==> src/rtl/mpsc_pkg.sv <==
package mpsc_pkg;
    // register offsets, as printed
    localparam logic [11:0] FIRST_CFG_OFS   = 12'h01E;
    localparam logic [11:0] SECOND_CFG_OFS  = 12'h01F;
    localparam logic [11:0] FIRST_WIDTH_OFS = 12'h020;
    localparam logic [11:0] FIRST_THR_OFS   = 12'h022;
    localparam logic [11:0] SECOND_WIDTH_OFS = 12'h026;
    localparam logic [11:0] SECOND_THR_OFS  = 12'h028;

    // reset values
    localparam logic [7:0]  CFG_RESET   = 8'h00;
    localparam logic [15:0] WIDTH_RESET = 16'h009C;
    localparam logic [31:0] THR_RESET   = 32'h0010_0000;

    // config field layout
    localparam int SEL_HI  = 7;
    localparam int SEL_LO  = 3;
    localparam int PHASE_C = 2;
    localparam int PHASE_B = 1;
    localparam int PHASE_A = 0;

    // widths
    localparam int VAL_W = 24;
    localparam int INC_W = 27;
    localparam int ACC_W = 40;

    // source select codes
    localparam logic [4:0] SRC_NET_REAL   = 5'h00;
    localparam logic [4:0] SRC_ABS_REAL   = 5'h01;
    localparam logic [4:0] SRC_NET_REACT  = 5'h02;
    localparam logic [4:0] SRC_ABS_REACT  = 5'h03;
    localparam logic [4:0] SRC_APPARENT   = 5'h04;
    localparam logic [4:0] SRC_IRMS       = 5'h06;
    localparam logic [4:0] SRC_VRMS       = 5'h07;
    localparam logic [4:0] SRC_REAL_LOAD  = 5'h08;
    localparam logic [4:0] SRC_REAL_LINE  = 5'h09;
    localparam logic [4:0] SRC_REACT_Q1   = 5'h0A;
    localparam logic [4:0] SRC_REACT_Q2   = 5'h0B;
    localparam logic [4:0] SRC_REACT_Q3   = 5'h0C;
    localparam logic [4:0] SRC_REACT_Q4   = 5'h0D;

    // pulse channel states
    typedef enum logic [1:0] {
        MPSC_IDLE   = 2'b01,
        MPSC_ACTIVE = 2'b10
    } mpsc_state_e;
endpackage

==> src/rtl/mpsc_pulse_chan.sv <==
`timescale 1ns/100ps
// one pulse output: accumulate per frame, fire on threshold, hold width
module mpsc_pulse_chan (
    input  wire logic                               ref_clk,
    input  wire logic                               rst,
    input  wire logic                               frame_tick,
    input  wire logic signed [mpsc_pkg::INC_W-1:0]  increment,
    input  wire logic [31:0]                        threshold,
    input  wire logic [15:0]                        pulse_width,
    output logic                                    pulse_out_r
);
    mpsc_pkg::mpsc_state_e            state_r, state_nxt;
    logic signed [mpsc_pkg::ACC_W-1:0] acc_r, acc_nxt;
    logic [15:0]                       cnt_r, cnt_nxt;
    logic                              pulse_nxt;
    logic signed [mpsc_pkg::ACC_W-1:0] sum;
    logic signed [mpsc_pkg::ACC_W-1:0] thr_ext;

    // next-state: accumulate once per frame, fire when sum exceeds threshold
    always_comb begin
        sum       = acc_r + mpsc_pkg::ACC_W'(increment);
        thr_ext   = mpsc_pkg::ACC_W'({1'b0, threshold});
        state_nxt = state_r;
        acc_nxt   = acc_r;
        cnt_nxt   = cnt_r;
        if (frame_tick) begin
            acc_nxt = sum;
            case (state_r)
                mpsc_pkg::MPSC_IDLE: begin
                    cnt_nxt = cnt_r;
                end
                mpsc_pkg::MPSC_ACTIVE: begin
                    // width counted in frames
                    if (cnt_r <= 16'h0001) begin
                        state_nxt = mpsc_pkg::MPSC_IDLE;
                        cnt_nxt   = 16'h0000;
                    end else begin
                        cnt_nxt = cnt_r - 16'h0001;
                    end
                end
                default: begin
                    state_nxt = mpsc_pkg::MPSC_IDLE;
                end
            endcase
            // a new crossing restarts the width; one during a pulse only stretches it, so a counter sees one pulse
            if (sum > thr_ext) begin
                acc_nxt = sum - thr_ext;
                if (pulse_width != 16'h0000) begin
                    state_nxt = mpsc_pkg::MPSC_ACTIVE;
                    cnt_nxt   = pulse_width;
                end
            end
        end
        pulse_nxt = (state_nxt == mpsc_pkg::MPSC_ACTIVE);
    end

    // state registers
    always_ff @(posedge ref_clk) begin
        if (rst) begin
            state_r     <= mpsc_pkg::MPSC_IDLE;
            acc_r       <= '0;
            cnt_r       <= 16'h0000;
            pulse_out_r <= 1'b0;
        end else begin
            state_r     <= state_nxt;
            acc_r       <= acc_nxt;
            cnt_r       <= cnt_nxt;
            pulse_out_r <= pulse_nxt;
        end
    end
endmodule // mpsc_pulse_chan

==> src/rtl/mpsc_top.sv <==
`timescale 1ns/100ps
module mpsc_top (
    // one clock; rst is synchronous and active high
    input  wire logic                              ref_clk,
    input  wire logic                              rst,
    // register bus: one-cycle strobes, exact offset match
    input  wire logic [11:0]                       reg_addr,
    input  wire logic [31:0]                       reg_wdata,
    input  wire logic                              reg_wr,
    input  wire logic                              reg_rd,
    output logic [31:0]                            reg_rdata_r,
    // converter frame pulse; phase values are taken with it
    input  wire logic                              frame_tick,
    // signed per-phase values, refreshed every frame
    input  wire logic signed [mpsc_pkg::VAL_W-1:0] phase_a_real,
    input  wire logic signed [mpsc_pkg::VAL_W-1:0] phase_a_reactive,
    input  wire logic signed [mpsc_pkg::VAL_W-1:0] phase_a_apparent,
    input  wire logic signed [mpsc_pkg::VAL_W-1:0] phase_a_irms,
    input  wire logic signed [mpsc_pkg::VAL_W-1:0] phase_a_vrms,
    input  wire logic signed [mpsc_pkg::VAL_W-1:0] phase_b_real,
    input  wire logic signed [mpsc_pkg::VAL_W-1:0] phase_b_reactive,
    input  wire logic signed [mpsc_pkg::VAL_W-1:0] phase_b_apparent,
    input  wire logic signed [mpsc_pkg::VAL_W-1:0] phase_b_irms,
    input  wire logic signed [mpsc_pkg::VAL_W-1:0] phase_b_vrms,
    input  wire logic signed [mpsc_pkg::VAL_W-1:0] phase_c_real,
    input  wire logic signed [mpsc_pkg::VAL_W-1:0] phase_c_reactive,
    input  wire logic signed [mpsc_pkg::VAL_W-1:0] phase_c_apparent,
    input  wire logic signed [mpsc_pkg::VAL_W-1:0] phase_c_irms,
    input  wire logic signed [mpsc_pkg::VAL_W-1:0] phase_c_vrms,
    // pulse outputs, active high, one flop each in the channels
    output logic                                   first_pulse_output,
    output logic                                   second_pulse_output
);
    // short names keep the function headers inside the line limit
    localparam int VW = mpsc_pkg::VAL_W;
    localparam int IW = mpsc_pkg::INC_W;

    // index 0 serves the first output, index 1 the second
    logic [7:0]  cfg_r      [2];
    logic [7:0]  cfg_nxt    [2];
    logic [15:0] width_r    [2];
    logic [15:0] width_nxt  [2];
    logic [31:0] thr_r      [2];
    logic [31:0] thr_nxt    [2];
    // read data staged for the output register
    logic [31:0] rdata_nxt;
    // channel outputs, already registered
    logic        pulse_w    [2];

    // per-phase bundles so the channel loop can index by phase
    logic signed [VW-1:0] real_v  [3];
    logic signed [VW-1:0] react_v [3];
    logic signed [VW-1:0] appr_v  [3];
    logic signed [VW-1:0] irms_v  [3];
    logic signed [VW-1:0] vrms_v  [3];

    // phase A sits at index 0, matching config bit 0
    assign real_v  = '{phase_a_real, phase_b_real, phase_c_real};
    assign react_v = '{phase_a_reactive, phase_b_reactive, phase_c_reactive};
    assign appr_v  = '{phase_a_apparent, phase_b_apparent, phase_c_apparent};
    assign irms_v  = '{phase_a_irms, phase_b_irms, phase_c_irms};
    assign vrms_v  = '{phase_a_vrms, phase_b_vrms, phase_c_vrms};

    // magnitude, widened by one bit so the most negative value survives
    // plain negation at 24 bits would wrap that value back onto itself
    // absolute codes apply it per phase, before the phase sum
    function automatic logic signed [VW:0] mag(input logic signed [VW-1:0] v);
        logic signed [VW:0] w;
        w = (VW+1)'(v);
        return (w < 0) ? -w : w;
    endfunction

    // one phase's contribution for a source code; reserved codes give zero
    // net codes pass the sign through, so an accumulator may run negative
    // quadrants follow the signs of real (p) and reactive (q) power:
    // I p >= 0, q >= 0; II p < 0, q >= 0; III both < 0; IV p >= 0, q < 0
    // a zero real value counts as delivered, so it never lands in II or III
    function automatic logic signed [VW:0] contrib(
        input logic [4:0]           sel,
        input logic signed [VW-1:0] p,
        input logic signed [VW-1:0] q,
        input logic signed [VW-1:0] s,
        input logic signed [VW-1:0] i,
        input logic signed [VW-1:0] u
    );
        logic signed [VW:0] r;
        r = '0;
        case (sel)
            mpsc_pkg::SRC_NET_REAL:  r = (VW+1)'(p);
            mpsc_pkg::SRC_ABS_REAL:  r = mag(p);
            mpsc_pkg::SRC_NET_REACT: r = (VW+1)'(q);
            mpsc_pkg::SRC_ABS_REACT: r = mag(q);
            mpsc_pkg::SRC_APPARENT:  r = (VW+1)'(s);
            mpsc_pkg::SRC_IRMS:      r = (VW+1)'(i);
            mpsc_pkg::SRC_VRMS:      r = (VW+1)'(u);
            // load and line split real energy by its sign
            mpsc_pkg::SRC_REAL_LOAD: r = (p > 0) ? (VW+1)'(p) : '0;
            mpsc_pkg::SRC_REAL_LINE: r = (p < 0) ? mag(p) : '0;
            // reactive energy by quadrant, taken as a magnitude
            mpsc_pkg::SRC_REACT_Q1:
                r = (p >= 0 && q >= 0) ? mag(q) : '0;
            mpsc_pkg::SRC_REACT_Q2:
                r = (p < 0 && q >= 0) ? mag(q) : '0;
            mpsc_pkg::SRC_REACT_Q3:
                r = (p < 0 && q < 0) ? mag(q) : '0;
            mpsc_pkg::SRC_REACT_Q4:
                r = (p >= 0 && q < 0) ? mag(q) : '0;
            default: r = '0; // reserved codes add nothing
        endcase
        return r;
    endfunction

    // register writes at printed offsets; only the low bits of each width
    // a write lands on the next edge; a read in that cycle sees the old value
    // no byte lanes: each access carries the whole register
    always_comb begin
        cfg_nxt   = cfg_r;
        width_nxt = width_r;
        thr_nxt   = thr_r;
        if (reg_wr) begin
            case (reg_addr)
                mpsc_pkg::FIRST_CFG_OFS:    cfg_nxt[0]   = reg_wdata[7:0];
                mpsc_pkg::SECOND_CFG_OFS:   cfg_nxt[1]   = reg_wdata[7:0];
                mpsc_pkg::FIRST_WIDTH_OFS:  width_nxt[0] = reg_wdata[15:0];
                mpsc_pkg::SECOND_WIDTH_OFS: width_nxt[1] = reg_wdata[15:0];
                mpsc_pkg::FIRST_THR_OFS:    thr_nxt[0]   = reg_wdata;
                mpsc_pkg::SECOND_THR_OFS:   thr_nxt[1]   = reg_wdata;
                default: begin
                    // the configs never share an offset, so no write hits both
                    cfg_nxt = cfg_r; // unmapped writes dropped
                end
            endcase
        end
    end

    // read mux; unmapped offsets read zero
    // the result holds between reads so a slow master may fetch it late
    // reads have no side effects on any register
    always_comb begin
        rdata_nxt = reg_rdata_r;
        if (reg_rd) begin
            case (reg_addr)
                mpsc_pkg::FIRST_CFG_OFS:    rdata_nxt = {24'h000000, cfg_r[0]};
                mpsc_pkg::SECOND_CFG_OFS:   rdata_nxt = {24'h000000, cfg_r[1]};
                mpsc_pkg::FIRST_WIDTH_OFS:  rdata_nxt = {16'h0000, width_r[0]};
                mpsc_pkg::SECOND_WIDTH_OFS: rdata_nxt = {16'h0000, width_r[1]};
                mpsc_pkg::FIRST_THR_OFS:    rdata_nxt = thr_r[0];
                mpsc_pkg::SECOND_THR_OFS:   rdata_nxt = thr_r[1];
                default:                    rdata_nxt = 32'h00000000;
            endcase
        end
    end

    // register file
    // the read register clears too, so the bus reads zero until the first read
    always_ff @(posedge ref_clk) begin
        if (rst) begin
            // both outputs share one reset image
            for (int k = 0; k < 2; k++) begin
                cfg_r[k]   <= mpsc_pkg::CFG_RESET;
                width_r[k] <= mpsc_pkg::WIDTH_RESET;
                thr_r[k]   <= mpsc_pkg::THR_RESET;
            end
            reg_rdata_r <= 32'h00000000;
        end else begin
            cfg_r       <= cfg_nxt;
            width_r     <= width_nxt;
            thr_r       <= thr_nxt;
            reg_rdata_r <= rdata_nxt;
        end
    end

    // per output: select quantity, gate phases, sum, drive a pulse engine
    // trade-off: an adder chain per output instead of a shared one, so both
    // outputs update in the same frame without arbitration
    for (genvar ch = 0; ch < 2; ch++) begin : g_chan
        logic [4:0]           sel;
        logic signed [IW-1:0] inc;
        // quantity code, one coding for both outputs
        assign sel = cfg_r[ch][mpsc_pkg::SEL_HI:mpsc_pkg::SEL_LO];

        // each output reads only its own config, so they never interact
        always_comb begin
            inc = '0;
            // a cleared phase bit adds nothing, as if the phase were dead
            for (int ph = 0; ph < 3; ph++) begin
                if (cfg_r[ch][ph]) begin
                    inc = inc + IW'(contrib(sel, real_v[ph], react_v[ph],
                                            appr_v[ph], irms_v[ph],
                                            vrms_v[ph]));
                end
            end
        end

        // threshold compare, remainder and width count live in the channel
        mpsc_pulse_chan u_chan (
            .ref_clk     (ref_clk),
            .rst         (rst),
            .frame_tick  (frame_tick),
            .increment   (inc),
            .threshold   (thr_r[ch]),
            .pulse_width (width_r[ch]),
            .pulse_out_r (pulse_w[ch])
        );
    end

    // outputs come from the channel flip-flops directly
    // no extra stage here: a second flop would add a cycle to every pulse
    assign first_pulse_output  = pulse_w[0];
    assign second_pulse_output = pulse_w[1];
endmodule // mpsc_top

==> config.mk <==
export PLATFORM = sky130hd
export DESIGN_NAME = mpsc_top
export DESIGN_NICKNAME = d
export VERILOG_FILES = /design/src/rtl/mpsc_pkg.sv /design/src/rtl/mpsc_pulse_chan.sv /design/src/rtl/mpsc_top.sv
export SDC_FILE = /design/constraint.sdc
export NUM_CORES = 2
export LEC_CHECK = 0
export BUFFER_PORTS_ARGS = -buffer_cell sky130_fd_sc_hd__buf_4
export CAP_MARGIN = 0
export CORE_MARGIN = 5
export CORE_UTILIZATION = 44
export DETAILED_ROUTE_END_ITERATION = 6
export PLACE_DENSITY = 0.62
export SYNTH_ARGS = -nofsm -noshare
export SYNTH_HDL_FRONTEND = slang
export SYNTH_SLANG_ARGS = --single-unit
==> constraint.sdc <==
create_clock -name ref_clk -period 18.4 [get_ports ref_clk]
set_input_delay 2.76 -clock ref_clk [delete_from_list [all_inputs] [get_ports ref_clk]]
set_output_delay 2.76 -clock ref_clk [all_outputs]
set_load 0.01 [all_outputs]
-- Yosys cells after proc, flatten, opt, wreduce, memory -nomap -nowiden
Index checks and enable logic that the tools add are counted.
- register bits after elaboration: 262
- input bits: 409
- output and inout port bits: 34
- logic and storage cells: 169
- $add $sub $neg: 16
- magnitude comparators: 19
- equal/unequal tests: 36
- multiplexer cells: 61
- reductions and logical operators: 22
- operators with widths (cell ; number):
    $pmux W25 S13 ; 6
    $mux W25 ; 28
    $pmux W32 S6 ; 1
    $mux W27 ; 6
    $neg A24 Y25 ; 6
    $ge A24 B1 Y1 const B ; 6
    $lt A24 B1 Y1 const B ; 6
    $mux W16 ; 8
    $add A27 B25 Y27 ; 4
    $add A40 B27 Y40 ; 2
    $gt A40 B33 Y1 ; 2
    $mux W40 ; 2
    $sub A40 B33 Y40 ; 2
    $gt A24 B1 Y1 const B ; 3
    $eq A5 B4 Y1 const B ; 12
    $eq A12 B6 Y1 const B ; 4
    $le A16 B1 Y1 const B ; 2
    $reduce_bool A16 Y1 ; 2
    $sub A16 B1 Y16 const B ; 2
    $eq A5 B3 Y1 const B ; 6
    $eq A12 B5 Y1 const B ; 2
    $eq A5 B2 Y1 const B ; 4
    $mux W2 ; 8
    $logic_and A1 B1 Y1 ; 12
    other kinds (6) ; 18

-- Depth between registers and ports, before layout
- depth in word-level cells: 14
- depth in mapped cells: 59
- gate-level depth less buffers: 55

-- By module
A second synthesis with hierarchy kept.
- cell total of the unflattened synthesis: 5422
- area total of the unflattened synthesis: 37613.6 sq um
- modules (own cells, without submodules) (module ; instances ; cells an instance ; area each (sq um) ; seq. area each (sq um)):
    mpsc_top ; 1 ; 3353 ; 22501.6 ; 2882.8
    mpsc_pulse_chan at g_chan[0].u_chan ; 1 ; 1046 ; 7594.8 ; 1181.1
    mpsc_pulse_chan at g_chan[1].u_chan ; 1 ; 1023 ; 7517.2 ; 1181.1

-- Worst setup path after synthesis
No wires, ideal clock.
- kind: input-to-reg
- from: input port phase_a_real[6] (netlist bit)
- to: register g_chan[0].u_chan.acc_r[10] (netlist bit)
- setup time: 0.137 ns
- data arrival time: 14.090 ns
- required time: 18.263 ns
- slack: 4.172 ns
- cell stages on the path: 54
- buffers on the path: 4
- path through: or4_1 nor4_2 nand2_1 or4_1 clkbuf_1 or4_1 nor3_2 a21oi_1 nand3_1 a31o_2 inv_1 ha_1 a211oi_1 o21ai_1 and3_1 o21a_1 o31a_1 a211o_1 [... 18 more ...] nand2_1 nor2_1 ha_1 nand3_1 or4_1 nor2_1 nand2_1 inv_1 a22oi_1 a21oi_1 a21boi_0 or4_1 and2_1 clkbuf_1 buf_2 buf_2 mux2i_1 a211oi_1
- cells in the longest elaborated chain, start to end: 12
- elaborated cells on any way between the ends: 25
- those cells by class: add/sub (5); order compare (4); mux (12); reduce/logical (4)
- ends and longest elaborated chain (what ; line ; RTL):
    start, declared ; mpsc_top.sv:15 ; input wire logic signed [mpsc_pkg::VAL_W-1:0] phase_a_real,
    $ge A24 B1 Y1 / $lt A24 B1 Y1 (equally long branches) ; - ;
    $logic_and A1 B1 Y1 (on tied branches) ; - ;
    $mux W25 (on tied branches) ; - ;
    $pmux W25 S13 * ; mpsc_top.sv:88 ; case (sel)
    $mux W27 * ; mpsc_top.sv:187 ; if (cfg_r[ch][ph]) begin
    $add A27 B25 Y27 ; mpsc_top.sv:188 ; inc = inc + IW'(contrib(sel, real_v[ph], react_v[ph],
    $mux W27 * ; mpsc_top.sv:187 ;
    $add A27 B25 Y27 ; mpsc_top.sv:188 ;
    $mux W27 * ; mpsc_top.sv:187 ;
    $add A40 B27 Y40 * ; mpsc_pulse_chan.sv:21 ; sum = acc_r + mpsc_pkg::ACC_W'(increment);
    $sub A40 B33 Y40 / $gt A40 B33 Y1 (equally long branches) ; mpsc_pulse_chan.sv:47, mpsc_pulse_chan.sv:46 ;
    $mux W40 * ; mpsc_pulse_chan.sv:46 ; if (sum > thr_ext) begin
    end signal, assigned ; mpsc_pulse_chan.sv:66 ; acc_r <= acc_nxt;
    end, declared ; mpsc_pulse_chan.sv:13 ; logic signed [mpsc_pkg::ACC_W-1:0] acc_r, acc_nxt;
Every way passes the cells marked *; elsewhere a longest branch is shown, timed or not.
A chain may end at the register's enable or synchronous reset.

-- Worst setup path in the final report
- from: input port phase_a_real[6] (netlist bit)
- to: register g_chan[0].u_chan.acc_r[0] (netlist bit)
The elaborated chain is that of the path after synthesis.

==> flow_summary.toml <==
[status]
outcome = "complete, but fails checks"
violations = "design-rule violations"

[synth]
syn_inst = 5239
async_flop_share = 0
synthTopCellsByArea = "dfxtp_1 (15%), ha_1 (9.3%), a21oi_1 (8.1%)"
syn_avg_cell_area_um2 = 6.88
syn_nets = 5924
yosysMostFrequentCell = "nand2_1"
ys_warn_count = 0
synth-seq-cells = 262
synth.distinct_cells = 95
synth_area_leader_cell = "dfxtp_1"
synth_seq_area_share = 0.146
netlist_area_mm2 = 0.0360
synth_flop_cell = "dfxtp_1"
synth_edf_count = 0
synth.top_cells.by_count = "nand2_1 (730), a21oi_1 (585), nor2_1 (437), o21ai_0 (314), clkbuf_1 (273)"
synth.top_cell.area_share = 0.146

[timing]
max-slew-margin-rel = 0.0859
setup_viol = 0
slew_violations = 0
rsz0062_at_grt = "false"
skew_ns = 0.0145
fin_setup_tns_ns = 0
period_minus_slack_ns = 16.11
fin_crit_sh = 0.876
fmax_mhz = 62.1
worst_pin_slew_ns = 1.35
final_hold_viol_count = 0

[route]
top_layer = "met5"
drcViolationCount = 13
vias = 42700
first_iter_violations = 4939
dr_wl_met2_mm = 70.7
vias_per_cell = 6.53
routed_wl_mm = 168
ant_nets = 0
wl_met3_mm = 17.0
wl_per_cell_um = 25.7
wl_met1_mm = 66.1
drtPass1Iterations = 7

[clocking]
cts_made_buffers = 27
cts_htree_levels = 1
cts_sinks = 262
clk_latency_ns = 0.56
hold_buffers = 0
postCtsSetupBuffers = 0
clock-root-buffer = "clkbuf_16"
ctsLongestPathBuffers = 3
clkSlewWorstSetupHoldPaths_ns = 0.07
cts_resized = 0
cts_tree = "yes"

[finish]
nNetsFinal = 6134
regArea_mm2 = 0.00525
multi_input_area_mm2 = 0.0289
drive_gt1_frac = 0.125
fillers = 8365
final_cell_area_mm2 = 0.0410
syn_to_final_growth_pct = 13.8

[global_routing]
antenna_found_initial = 8
track_usage = 0.357
grt_pass1_wl_mm = 245
grt_max_degree = 120
overflow = 0
grt_pass1_vias = 39400

[critical_path]
slowest_delay_ns = 0.92
crit_arrival_ns = 16.59
critPathRequiredTime_ns = 18.87
cp_num_buf_inv = 3
cp-start-kind = "primary input"
crit_family = "simple AND/OR/NAND/NOR gates"
slowest_stage = "and2_2"
path_class = "in -> reg"
cp_common_cell = "or4_1"
critPathCaptureType = "flop"
cp_max_fo = 40

[pwr]
irDropWorstVdd_v = 0.0000820
cellPowerDensity_mw_per_mm2 = 56.3
report.power.total_mw = 2.31
p_leak_nw = 17.5

[place]
io_buffer_count = 442
place_area_mm2 = 0.0400
dpl.hpwl_mm = 132
place_congestion = 1.06

[die]
die_area_mm2 = 0.0877
io_pins = 443
start_util = 0.442
rows = 105
die_h_um = 296
die_x_um = 296
core_area_mm2 = 0.0816

[job]
cap_violations = 0

[worst_hold_path]
hold_path.class = "reg -> reg"
## power breakdown
part	leakage, nW	internal [mW]	switching [mW]
Combinational	14.8	0.427	0.619
Clock	0.491	0.374	0.247
Sequential	2.14	0.608	0.0353
## kinds of logic (layout without fill, tap and decap cells)
kind of cell / count (synthesis) / after routing / share of synthesized area
AO/OA/AOI/OAI: 1892 / 1892 / 0.348
XOR/XNOR: 294 / 294 / 0.0726
adder cells (fa/ha/maj): 276 / 276 / 0.0975
buffers and inverters: 521 / 752 / 0.0549
flip-flops: 262 / 262 / 0.146
multiplexers: 160 / 160 / 0.0468
other: 0 / 8 / 0
AND/OR/NAND/NOR: 1834 / 1834 / 0.235
## layer usage
layer,vias up,GRT usage
li1,20000,-
met1,19700,0.450
met2,2419,0.549
met3,553,0.0694
met4,4,0.249
met5,-,0
## path summary, 6_finish.rpt
check,from,endpoint,cells after the start,slack [ns]
min,thr_r[39],thr_r[39],2,0.46
min reg2reg,thr_r[39],thr_r[39],2,0.46
max reg2reg,cfg_r[15],g_chan[0].u_chan.acc_r[0],45,3.91
max,phase_a_real[6],g_chan[0].u_chan.acc_r[0],52,2.29
## flip-flops by register name, summed over array words and instances, names as in the netlist
signal,cells
g_chan.u_chan.pulse_out_r,2
g_chan.u_chan.cnt_r,32
thr_r,64
width_r,32
g_chan.u_chan.state_r,4
cfg_r,16
reg_rdata_r,32
g_chan.u_chan.acc_r,80
## through the flow
step                      cells  hold slack, ns  utilization  setup slack (ns)
after global routing       6544           0.468        0.503              1.38
after global placement     6490           0.439        0.490              2.19
after detailed placement   6490           0.446        0.490              1.93
final                      6548           0.456        0.503              2.29
after CTS                  6540           0.454        0.502              2.51
after floorplan            5239           0.432            -              4.17
## area by class of cell
| cell class | count | area share |
|---|---|---|
| multi-input cells | 4456 | 0.704 |
| flip-flops and latches | 262 | 0.128 |
| repair buffers | 506 | 0.0929 |
| well taps | 1070 | 0.0326 |
| clock buffers | 39 | 0.0195 |
| inverters | 196 | 0.0179 |
| clock inverters | 11 | 0.00491 |
| diodes | 8 | 0.000488 |
## worst reg2reg max path, delay by kind of cell, from the launching register on
family,cells,cell delay (ns)
flops,1,0.57
xor+xnor,2,0.20
buf+inv,1,0.08
mux,2,0.75
fa+ha+maj,4,1.57
compound gates,22,5.74
simple gates,14,5.49
## cells in the final DEF (no fill, tap or decap), types with 21 or more instances in the layout
| cell | instances |
|---|---|
| ha_1 | 268 |
| inv_1 | 191 |
| o31ai_1 | 50 |
| o22ai_1 | 23 |
| a31oi_1 | 41 |
| a21o_1 | 120 |
| or2_2 | 25 |
| nand2b_1 | 48 |
| clkbuf_16 | 27 |
| dfxtp_1 | 262 |
| xor2_1 | 124 |
| o21a_1 | 44 |
| nand2_1 | 730 |
| nor4_1 | 39 |
| mux2_2 | 66 |
| a211oi_1 | 108 |
| and3_1 | 38 |
| nand3_1 | 106 |
| nand4_1 | 53 |
| a21oi_1 | 585 |
| o211ai_1 | 32 |
| and2_1 | 28 |
| o21bai_1 | 46 |
| a22o_1 | 23 |
| or4_1 | 30 |
| a221oi_1 | 39 |
| mux2i_1 | 93 |
| nor2b_1 | 40 |
| o221ai_1 | 47 |
| buf_4 | 504 |
| nor3_1 | 127 |
| o21ai_0 | 310 |
| a222oi_1 | 88 |
| xnor2_1 | 167 |
| a22oi_1 | 120 |
| nor2_1 | 434 |
| o2111ai_1 | 21 |
| or3_1 | 53 |
(Power assumes the default switching activity.)
